`src/logic/mdd_pkg.sv`:
```
// Purpose: Constants and types for the motor driver diagnostics block
// Assumes: 32-bit APB register bus, 250 MHz clock
// Notes:   Register map and field positions live here
package mdd_pkg;

    // ==========================================================
    // Register offsets
    localparam logic [7:0] MDD_OFS_CTRL   = 8'h00;
    localparam logic [7:0] MDD_OFS_STATUS = 8'h04;
    localparam logic [7:0] MDD_OFS_IRQ_ST = 8'h08;
    localparam logic [7:0] MDD_OFS_IRQ_MK = 8'h0c;

    // ==========================================================
    // Control fields
    localparam int MDD_CTRL_EN      = 0;
    localparam int MDD_CTRL_STALLEN = 1;
    localparam int MDD_CTRL_STEPSEL = 2;
    localparam int MDD_CTRL_TSEL    = 4;
    localparam int MDD_CTRL_PWSEL   = 6;

    localparam logic [31:0] MDD_CTRL_RST = 32'h0000_0000;

    // ==========================================================
    // Status / interrupt bit positions
    localparam int MDD_ST_OVTMP = 0;
    localparam int MDD_ST_OTPW  = 1;
    localparam int MDD_ST_GND_A = 2;
    localparam int MDD_ST_GND_B = 3;
    localparam int MDD_ST_S2VA  = 4;
    localparam int MDD_ST_S2VB  = 5;
    localparam int MDD_ST_OLA   = 6;
    localparam int MDD_ST_OLB   = 7;
    localparam int MDD_ST_STALL = 8;
    localparam int MDD_NEVT     = 9;

    // ==========================================================
    // Temperature levels, degrees C, and sensor level codes
    localparam int MDD_T_120 = 120;
    localparam int MDD_T_143 = 143;
    localparam int MDD_T_150 = 150;
    localparam int MDD_T_157 = 157;

    // Shutdown threshold select
    typedef enum logic [1:0] {
        MDD_TS_143  = 2'b00,
        MDD_TS_150  = 2'b01,
        MDD_TS_157  = 2'b10,
        MDD_TS_RSVD = 2'b11
    } mdd_tsel_type;

    // Confirmations needed: first detect plus three retries
    localparam logic [1:0] MDD_SHORT_RETRIES = 2'd3;

endpackage

```
`src/logic/mdd_evt_if.sv`:
```
// Purpose: Carries event flags from the short qualifiers to the top
// Assumes: One clock domain
// Notes:   Modport src for the qualifier, dst for the top
`timescale 1ns/1ps
interface mdd_evt_if;
    logic hit;
    logic latched;
    modport src (output hit, output latched);
    modport dst (input hit, input latched);
endinterface

```
`src/logic/mdd_top.sv`:
```
// Purpose: Thermal, short, open-load, fault and index logic with APB access
// Assumes: Sensor and detector inputs synchronous to ref_clk_i
// Notes:   Zero-wait APB slave; unmapped addresses read zero, pslverr low
`timescale 1ns/1ps
module mdd_top (
    // Clock and reset
    input  wire logic        ref_clk_i,
    input  wire logic        rst_i,
    // APB slave
    input  wire logic        psel_i,
    input  wire logic        penable_i,
    input  wire logic        pwrite_i,
    input  wire logic [7:0]  paddr_i,
    input  wire logic [31:0] pwdata_i,
    output logic      [31:0] prdata_o,
    output logic             pready_o,
    output logic             pslverr_o,
    // Temperature sensor comparators, one per level: 120,143,150,157
    input  wire logic [3:0]  temp_above_i,
    // OTP defaults for thresholds
    input  wire logic [1:0]  otp_tsel_i,
    input  wire logic        otp_pwsel_i,
    // Bridge short detectors: ground A,B then supply A,B
    input  wire logic [3:0]  short_det_i,
    input  wire logic        short_retry_i,
    // Coil current reached per coil A,B
    input  wire logic [1:0]  coil_reached_i,
    // Motion status
    input  wire logic        stall_det_i,
    input  wire logic        step_exec_i,
    input  wire logic        mstep_zero_i,
    // Outputs
    output logic             bridge_a_en_o,
    output logic             bridge_b_en_o,
    output logic             fault_stall_output_o,
    output logic             index_o,
    output logic             irq_o
);
    import mdd_pkg::*;

    typedef struct packed {
        logic [31:0]         ctrl;
        logic                otp_loaded;
        logic                overtemp_shutdown_flag;
        logic                otpw;
        logic [MDD_NEVT-1:0] irq_st;
        logic [MDD_NEVT-1:0] irq_mk;
        logic [31:0]         prdata;
        logic                pready;
        logic                bra;
        logic                brb;
        logic                fault;
        logic                index;
        logic                irq;
    } mdd_top_type;

    mdd_top_type s_r;
    mdd_top_type s_nxt;

    mdd_evt_if sq [4] ();
    logic [3:0] sh_hit;
    logic [3:0] sh_lat;

    // ==========================================================
    // Short qualifiers, one per detector
    genvar gi;
    generate
        for (gi = 0; gi < 4; gi++) begin : g_sq
            mdd_short_qual u_sq (
                .ref_clk_i (ref_clk_i),
                .rst_i     (rst_i),
                .drv_en_i  (s_r.ctrl[MDD_CTRL_EN]),
                .retry_i   (short_retry_i),
                .det_i     (short_det_i[gi]),
                .evt       (sq[gi])
            );
            assign sh_hit[gi] = sq[gi].hit;
            assign sh_lat[gi] = sq[gi].latched;
        end
    endgenerate

    wire logic bridge_a_short_ground_flag = sh_lat[0];
    wire logic bridge_b_short_ground_flag = sh_lat[1];
    wire logic bridge_a_short_supply_flag = sh_lat[2];
    wire logic bridge_b_short_supply_flag = sh_lat[3];

    // ==========================================================
    // Threshold decode
    mdd_tsel_type tsel;
    logic         sd_trip;
    logic         pw_level;
    logic [1:0]   ol;
    logic [MDD_NEVT-1:0] evt;
    logic [MDD_NEVT-1:0] status;
    logic         stall_act;
    logic         wr;
    logic         rd;

    assign tsel = mdd_tsel_type'(s_r.ctrl[MDD_CTRL_TSEL +: 2]);

    always_comb begin
        sd_trip  = temp_above_i[1];
        pw_level = temp_above_i[0];
        unique case (tsel)
            MDD_TS_143: begin
                sd_trip  = temp_above_i[1];
                pw_level = temp_above_i[0];
            end
            MDD_TS_150: begin
                sd_trip  = temp_above_i[2];
                pw_level = s_r.ctrl[MDD_CTRL_PWSEL] ? temp_above_i[1]
                                                    : temp_above_i[0];
            end
            MDD_TS_157: begin
                sd_trip  = temp_above_i[3];
                pw_level = temp_above_i[1];
            end
            default: begin
                sd_trip  = temp_above_i[1];
                pw_level = temp_above_i[0];
            end
        endcase
    end

    // Open-load: informative only, sets status and interrupt but no bridge or fault action
    assign ol        = ~coil_reached_i & {2{s_r.ctrl[MDD_CTRL_EN]}};
    assign stall_act = stall_det_i & s_r.ctrl[MDD_CTRL_STALLEN];
    assign wr        = psel_i & penable_i & pwrite_i;
    assign rd        = psel_i & ~penable_i & ~pwrite_i;

    always_comb begin
        status                = '0;
        status[MDD_ST_OVTMP]  = s_r.overtemp_shutdown_flag;
        status[MDD_ST_OTPW]   = pw_level;
        status[MDD_ST_GND_A]  = bridge_a_short_ground_flag;
        status[MDD_ST_GND_B]  = bridge_b_short_ground_flag;
        status[MDD_ST_S2VA]   = bridge_a_short_supply_flag;
        status[MDD_ST_S2VB]   = bridge_b_short_supply_flag;
        status[MDD_ST_OLA]    = ol[0];
        status[MDD_ST_OLB]    = ol[1];
        status[MDD_ST_STALL]  = stall_act;
        evt                   = '0;
        evt[MDD_ST_OVTMP]     = sd_trip & ~s_r.overtemp_shutdown_flag;
        evt[MDD_ST_OTPW]      = pw_level & ~s_r.otpw;
        evt[MDD_ST_GND_A]     = sh_hit[0];
        evt[MDD_ST_GND_B]     = sh_hit[1];
        evt[MDD_ST_S2VA]      = sh_hit[2];
        evt[MDD_ST_S2VB]      = sh_hit[3];
        evt[MDD_ST_OLA]       = ol[0];
        evt[MDD_ST_OLB]       = ol[1];
        evt[MDD_ST_STALL]     = stall_act;
    end

    // ==========================================================
    // Next state
    always_comb begin
        s_nxt        = s_r;
        s_nxt.pready = 1'b1;
        s_nxt.otpw   = pw_level;

        // Load OTP threshold choices once after reset; 157C is not reachable by OTP
        if (!s_r.otp_loaded) begin
            s_nxt.otp_loaded                   = 1'b1;
            s_nxt.ctrl[MDD_CTRL_TSEL +: 2]     = (otp_tsel_i == 2'b01) ? 2'b01 : 2'b00;
            s_nxt.ctrl[MDD_CTRL_PWSEL]         = otp_pwsel_i;
        end

        // Overtemperature shutdown holds until below pre-warning
        if (sd_trip) begin
            s_nxt.overtemp_shutdown_flag = 1'b1;
        end else if (!pw_level) begin
            s_nxt.overtemp_shutdown_flag = 1'b0;
        end

        // Register writes
        if (wr) begin
            unique case (paddr_i)
                MDD_OFS_CTRL:   s_nxt.ctrl   = pwdata_i;
                MDD_OFS_IRQ_MK: s_nxt.irq_mk = pwdata_i[MDD_NEVT-1:0];
                default: ;
            endcase
        end

        // Sticky interrupt status: set wins over write-one-to-clear
        if (wr && paddr_i == MDD_OFS_IRQ_ST) begin
            s_nxt.irq_st = s_r.irq_st & ~pwdata_i[MDD_NEVT-1:0];
        end
        s_nxt.irq_st = s_nxt.irq_st | evt;

        // Read data registered in setup phase
        if (rd) begin
            unique case (paddr_i)
                MDD_OFS_CTRL:   s_nxt.prdata = s_r.ctrl;
                MDD_OFS_STATUS: s_nxt.prdata = {{(32-MDD_NEVT){1'b0}}, status};
                MDD_OFS_IRQ_ST: s_nxt.prdata = {{(32-MDD_NEVT){1'b0}}, s_r.irq_st};
                MDD_OFS_IRQ_MK: s_nxt.prdata = {{(32-MDD_NEVT){1'b0}}, s_r.irq_mk};
                default:        s_nxt.prdata = 32'h0000_0000;
            endcase
        end

        // Bridges: off on shutdown or own short, only when driver enabled
        s_nxt.bra = s_r.ctrl[MDD_CTRL_EN] & ~s_nxt.overtemp_shutdown_flag
                    & ~sh_lat[0] & ~sh_lat[2];
        s_nxt.brb = s_r.ctrl[MDD_CTRL_EN] & ~s_nxt.overtemp_shutdown_flag
                    & ~sh_lat[1] & ~sh_lat[3];

        // Fault: driver cannot work normally, or enabled stall
        s_nxt.fault = s_nxt.overtemp_shutdown_flag | (|sh_lat) | stall_act;

        // Index: microstep zero, or toggle per step when selected
        if (s_r.ctrl[MDD_CTRL_STEPSEL]) begin
            s_nxt.index = s_r.index ^ step_exec_i;
        end else begin
            s_nxt.index = mstep_zero_i;
        end

        s_nxt.irq = |(s_nxt.irq_st & s_nxt.irq_mk);
    end

    always_ff @(posedge ref_clk_i or posedge rst_i) begin
        if (rst_i) begin
            s_r      <= '0;
            s_r.ctrl <= MDD_CTRL_RST;
        end else begin
            s_r <= s_nxt;
        end
    end

    assign prdata_o             = s_r.prdata;
    assign pready_o             = s_r.pready;
    assign pslverr_o            = 1'b0;
    assign bridge_a_en_o        = s_r.bra;
    assign bridge_b_en_o        = s_r.brb;
    assign fault_stall_output_o = s_r.fault;
    assign index_o              = s_r.index;
    assign irq_o                = s_r.irq;

    // ==========================================================
    // Checks
    AST_OT_TRIP: assert property (@(posedge ref_clk_i) disable iff (rst_i)
        sd_trip |=> s_r.overtemp_shutdown_flag)
        else $error("shutdown trip did not set flag");
    AST_OT_HOLD: assert property (@(posedge ref_clk_i) disable iff (rst_i)
        s_r.overtemp_shutdown_flag && pw_level |=> s_r.overtemp_shutdown_flag)
        else $error("shutdown released above pre-warning");
    AST_OT_OFF: assert property (@(posedge ref_clk_i) disable iff (rst_i)
        s_r.overtemp_shutdown_flag |-> !bridge_a_en_o && !bridge_b_en_o)
        else $error("bridge on during shutdown");
    AST_SHORT_A: assert property (@(posedge ref_clk_i) disable iff (rst_i)
        (sh_lat[0] || sh_lat[2]) |=> !bridge_a_en_o)
        else $error("bridge A on with short");
    AST_SHORT_B: assert property (@(posedge ref_clk_i) disable iff (rst_i)
        (sh_lat[1] || sh_lat[3]) |=> !bridge_b_en_o)
        else $error("bridge B on with short");
    AST_SHORT_B_ONLY: assert property (@(posedge ref_clk_i) disable iff (rst_i)
        (sh_lat[0] && !sh_lat[1] && !sh_lat[3] && s_r.ctrl[MDD_CTRL_EN]
         && !sd_trip && !s_r.overtemp_shutdown_flag) |=> bridge_b_en_o)
        else $error("bridge B disabled by bridge A short");
    AST_T157: assert property (@(posedge ref_clk_i) disable iff (rst_i)
        tsel == MDD_TS_157 && temp_above_i[2] && !temp_above_i[3]
        && !s_r.overtemp_shutdown_flag |=> !s_r.overtemp_shutdown_flag)
        else $error("157 setting tripped early");
    AST_FAULT: assert property (@(posedge ref_clk_i) disable iff (rst_i)
        stall_det_i && s_r.ctrl[MDD_CTRL_STALLEN] |=> fault_stall_output_o)
        else $error("stall not flagged on fault output");
    AST_SHORT_FAULT: assert property (@(posedge ref_clk_i) disable iff (rst_i)
        (|sh_lat) |=> fault_stall_output_o)
        else $error("short not flagged on fault output");
    AST_INDEX_STEP: assert property (@(posedge ref_clk_i) disable iff (rst_i)
        s_r.ctrl[MDD_CTRL_STEPSEL] && step_exec_i |=> index_o != $past(index_o))
        else $error("index did not toggle on step");
    AST_INDEX_ZERO: assert property (@(posedge ref_clk_i) disable iff (rst_i)
        !s_r.ctrl[MDD_CTRL_STEPSEL] |=> index_o == $past(mstep_zero_i))
        else $error("index does not follow microstep zero");
    AST_OL_INFO: assert property (@(posedge ref_clk_i) disable iff (rst_i)
        ##1 (s_r.ctrl[MDD_CTRL_EN] && !sd_trip && !s_r.overtemp_shutdown_flag
        && sh_lat == 4'h0 && ol != 2'b00) |=> bridge_a_en_o && bridge_b_en_o)
        else $error("open load disabled a bridge");
    AST_OL_FLAG: assert property (@(posedge ref_clk_i) disable iff (rst_i)
        ol[0] |=> s_r.irq_st[MDD_ST_OLA])
        else $error("open load A not recorded");
    AST_IRQ_LEVEL: assert property (@(posedge ref_clk_i) disable iff (rst_i)
        irq_o == |(s_r.irq_st & s_r.irq_mk))
        else $error("interrupt output does not match status and mask");

endmodule

```
`src/logic/mdd_short_qual.sv`:
```
// Purpose: Qualifies one short detector with retries and latches it
// Assumes: Detector input synchronous to the clock
// Notes:   Latch clears only on the enable falling then rising
`timescale 1ns/1ps
module mdd_short_qual (
    // Clock and reset
    input  wire logic ref_clk_i,
    input  wire logic rst_i,
    // Control
    input  wire logic drv_en_i,
    input  wire logic retry_i,
    input  wire logic det_i,
    // Result
    mdd_evt_if.src    evt
);
    import mdd_pkg::*;

    typedef struct packed {
        logic [1:0] cnt;
        logic       latched;
        logic       seen_off;
        logic       hit;
    } mdd_sq_type;

    mdd_sq_type s_r;
    mdd_sq_type s_nxt;

    always_comb begin
        s_nxt     = s_r;
        s_nxt.hit = 1'b0;
        if (!drv_en_i) begin
            s_nxt.seen_off = s_r.latched;
            s_nxt.cnt      = 2'd0;
        end else if (s_r.seen_off) begin
            // Disable then re-enable restarts the bridge
            s_nxt.latched  = 1'b0;
            s_nxt.seen_off = 1'b0;
        end else if (!s_r.latched && retry_i) begin
            if (det_i) begin
                if (s_r.cnt == MDD_SHORT_RETRIES) begin
                    s_nxt.latched = 1'b1;
                    s_nxt.hit     = 1'b1;
                    s_nxt.cnt     = 2'd0;
                end else begin
                    s_nxt.cnt = s_r.cnt + 2'd1;
                end
            end else begin
                s_nxt.cnt = 2'd0;
            end
        end
    end

    always_ff @(posedge ref_clk_i or posedge rst_i) begin
        if (rst_i) begin
            s_r <= '0;
        end else begin
            s_r <= s_nxt;
        end
    end

    assign evt.hit     = s_r.hit;
    assign evt.latched = s_r.latched;

    AST_SQ_NEEDS_RETRIES: assert property (@(posedge ref_clk_i) disable iff (rst_i)
        $rose(s_r.latched) |-> $past(s_r.cnt) == MDD_SHORT_RETRIES)
        else $error("short latched without three retries");
    AST_SQ_HOLD: assert property (@(posedge ref_clk_i) disable iff (rst_i)
        $fell(s_r.latched) |-> $past(s_r.seen_off) && $past(drv_en_i))
        else $error("short latch cleared without disable and re-enable");

endmodule

```
`config.mk`:
```
export PLATFORM = sky130hd
export DESIGN_NAME = mdd_top
export DESIGN_NICKNAME = d
export VERILOG_FILES = /design/src/logic/mdd_pkg.sv /design/src/logic/mdd_evt_if.sv /design/src/logic/mdd_top.sv /design/src/logic/mdd_short_qual.sv
export SDC_FILE = /design/constraint.sdc
export NUM_CORES = 1
export LEC_CHECK = 0
export BUFFER_PORTS_ARGS = -buffer_cell sky130_fd_sc_hd__buf_2
export CORE_ASPECT_RATIO = 0.7
export CORE_MARGIN = 2
export CORE_UTILIZATION = 45
export DETAILED_ROUTE_END_ITERATION = 10
export GPL_ROUTABILITY_DRIVEN = 0
export GPL_TIMING_DRIVEN = 0
export HOLD_SLACK_MARGIN = 0.03
export PLACE_DENSITY = 0.64
export SLEW_MARGIN = 20
export SYNTH_ARGS = -nofsm -noshare
export SYNTH_HDL_FRONTEND = slang
export SYNTH_SLANG_ARGS = --single-unit
```
`constraint.sdc`:
```
create_clock -name ref_clk_i -period 7.1 [get_ports ref_clk_i]
set_input_delay 1.065 -clock ref_clk_i [delete_from_list [all_inputs] [get_ports ref_clk_i]]
set_output_delay 1.065 -clock ref_clk_i [all_outputs]
set_load 0.02 [all_outputs]
```
==> out/qor.txt <==
status -> complete, no violations
Die Wd -> 130 µm
critical path fanouts, max -> 10
most frequent cells in the layout -> dfrtp_1 (110), buf_2 (104), nand2_1 (76)
fin util -> 0.552
PD cells -> 209 nW/µm²
Routed WL -> 11.3 mm
Core ar. -> 10900 µm²
min cycle time layout -> 2.82 ns
ys flop type -> dfrtp_1
post-synthesis adder-cell area fraction -> 0.0151
vias post-DR -> 3653
initial antenna violation count -> 0
Critical Path Sink Type -> flip-flop
Final Non-Filler Cells -> 715
Final Hold Viols -> 0
first-pass GRT wire length -> 18.4 mm
Final nets -> 625
Worst Path Arrival -> 3.05 ns
Tot Pwr -> 0.00125 W
Clk Latency, worst-skew pair -> 0.35 ns
clk slew on worst S/H paths -> 0.08 ns
Setup Skew -> 0.00867 ns
largest family of logic cells by synthesized area -> simple AND/OR/NAND/NOR gates
Worst setup SP type -> primary input
Setup Crit Path Kind -> primary input to flip-flop
First-pass DRT Iterations -> 5
Worst-Margin Slew -> 0.786 ns
Yosys warning count -> 0
commonest non-fill, non-tap cell in the layout -> dfrtp_1
hold wc startpoint -> g_sq[0].u_sq.s_r[1]
hold-fix buffer count after cts -> 0
FMAX -> 355 MHz
setup slack, reg-to-reg -> 4.86 ns
vias in the first global route -> 3636
# port buffers -> 99
top routing layer used -> met4
Simple-Gate Fraction of Synth Area -> 0.147
Remaining Overflow, GRT -> 0
HPWL Detailed -> 8.39 mm
number of placement rows -> 32
Tcrit/Tclk final -> 0.397
Starting Density -> 0.457
fraction of synthesized cell area in xor and xnor cells -> 0.00176
Compound-Gate Fraction of Synth Area -> 0.0979
hold endpoint -> g_sq[0].u_sq.evt.latched
Pleak -> 3.10 nW
CTS Buffer Depth -> 2
DRT met1 WL -> 5.34 mm
CP Data Required Time -> 7.33 ns
placed cell area -> 5690 µm²
multi-input logic area -> 1870 µm²
Area Growth Syn to Fin -> 20.8%
Max Slew Vio Count -> 0
clock sinks -> 110
Post-Syn Area -> 4970 µm²
PostCTS Resize Cnt -> 0
MaxCap Viol Count -> 0
Die Y -> 92.0 µm
CTS HTree Levels -> 3
vias per cell -> 5.11
global-route usage over all layers -> 0.203
EDFF count, synth -> 0
WL met2 -> 5.08 mm
total CTS buffers -> 9
Avg WL per Cell -> 15.8 µm
storage element area -> 2750 µm²
Post-DRT Antenna Nets -> 0
Layout fillers -> 984
CTS tree -> yes
R2R cell count -> 8
CTS Root Cell -> clkbuf_16
largest net degree at the start of global routing -> 62
worst hold stages -> 1
mux cell area share after synthesis -> 0.113
final instance area -> 6010 µm²
placed instance count -> 699
Max VDD drop -> 0.122 mV
setup TNS -> 0 ns
io pins -> 101
DRC -> 0
RSZ-0062 raised after global routing -> false
Post-Syn Instances -> 446
synth unique cells -> 45
die area -> 11900 µm²
#FFs+latches synth -> 110
share of layout cells above drive strength 1 -> 0.358
final setup vio count -> 0
Iter 0 DRT Violations -> 278
Seq/Total Area, Yosys -> 0.553
net count after synthesis -> 514
RR Endpoint -> bridge_a_en_o
Avg Cell Area, Syn -> 11.2 µm²
Synth async-reset ratio -> 1.00
met3 WL post-DR -> 716 µm
RR Startpoint -> s_r[63]
Hold Crit Class -> flip-flop to flip-flop
Rel. slew slack -> 0.471
ANT cells -> 0
post-CTS setup buffer count -> 0
-- state kept, by name (all words and copies together) (netlist names) --
register / cells
irq_o: 1
fault_stall_output_o: 1
g_sq.u_sq.evt.latched: 4
s_r: 52
prdata_o: 32
index_o: 1
bridge_b_en_o: 1
g_sq.u_sq.s_r: 12
pready_o: 1
g_sq.u_sq.evt.hit: 4
bridge_a_en_o: 1
-- cells in the mapped netlist, drive strengths merged, types with 3 or more instances --
cell	count	share of area
nor2	11	0.0083
nand3	10	0.010
ha	6	0.015
nor2b	11	0.014
mux2i	4	0.0081
a21boi	8	0.012
clkbuf	13	0.0098
a21oi	9	0.0091
nand2b	3	0.0038
and4	4	0.0070
nor3b	5	0.0075
inv	6	0.0045
dfrtp	110	0.55
or2	4	0.0050
a31oi	4	0.0050
nand4	3	0.0068
o21ai	36	0.036
and2	5	0.0063
nor3	4	0.0050
mux2	44	0.10
a21o	4	0.0060
buf	39	0.056
a222oi	7	0.014
nand2	77	0.059
-- logic make-up (layout without fill, tap and decap cells) --
kind of cell | Yosys count | after routing
fa+ha+maj | 6 | 6
buf+inv | 58 | 174
xor+xnor | 1 | 1
simple gates | 143 | 143
other cells | 2 | 2
flops | 110 | 110
mux | 49 | 49
compound gates | 77 | 77
-- worst max-delay path by stage --
| stage | startpoint | endpoint | slack (ns) | cells after the start |
|---|---|---|---|---|
| after floorplan | rst_i | bridge_a_en_o | 3.13 | 1 |
| after detailed placement | paddr_i[1] | s_r[68] | 3.90 | 7 |
| after global placement | rst_i | index_o | 1.85 | 2 |
| after global routing | paddr_i[1] | s_r[78] | 4.14 | 7 |
| final | paddr_i[1] | s_r[68] | 4.28 | 7 |
| after CTS | paddr_i[1] | s_r[68] | 4.27 | 7 |
-- where the power goes --
group / internal (W) / switching (W) / total (W)
sequential: 0.000637 / 0.00000637 / 0.000643
combinational: 0.0000323 / 0.0000486 / 0.0000809
clock: 0.000296 / 0.000234 / 0.000530
-- metrics by stage --
step,setup WS (ns),hold slack (ns)
after floorplan,3.13,0.423
after global placement,1.85,0.434
after detailed placement,3.90,0.441
after CTS,4.27,0.447
after global routing,4.14,0.474
final,4.28,0.444
-- layout make-up --
class	instances	share of cell area
inverters	6	0.00458
repair buffers	100	0.0870
flip-flops and latches	110	0.458
clock buffers	11	0.0421
well taps	153	0.0319
plain buffers	52	0.0548
clock inverters	5	0.0106
multi-input cells	278	0.311
-- critical path, stage by stage --
cell and delay [ns]:
buf_2 0.11, nor4_4 0.48, nand2_1 0.12, nor3_2 0.39
nand2_2 0.26, buf_2 0.28, mux2_1 0.34
-- routing by layer --
metal | global-route usage | vias to the layer above
met2 | 0.301 | 116
met4 | 0.0654 | 0
met3 | 0.0490 | 14
met5 | 0 | -
li1 | - | 1743
met1 | 0.294 | 1780
No activity file was read; power rests on OpenSTA's default activity.
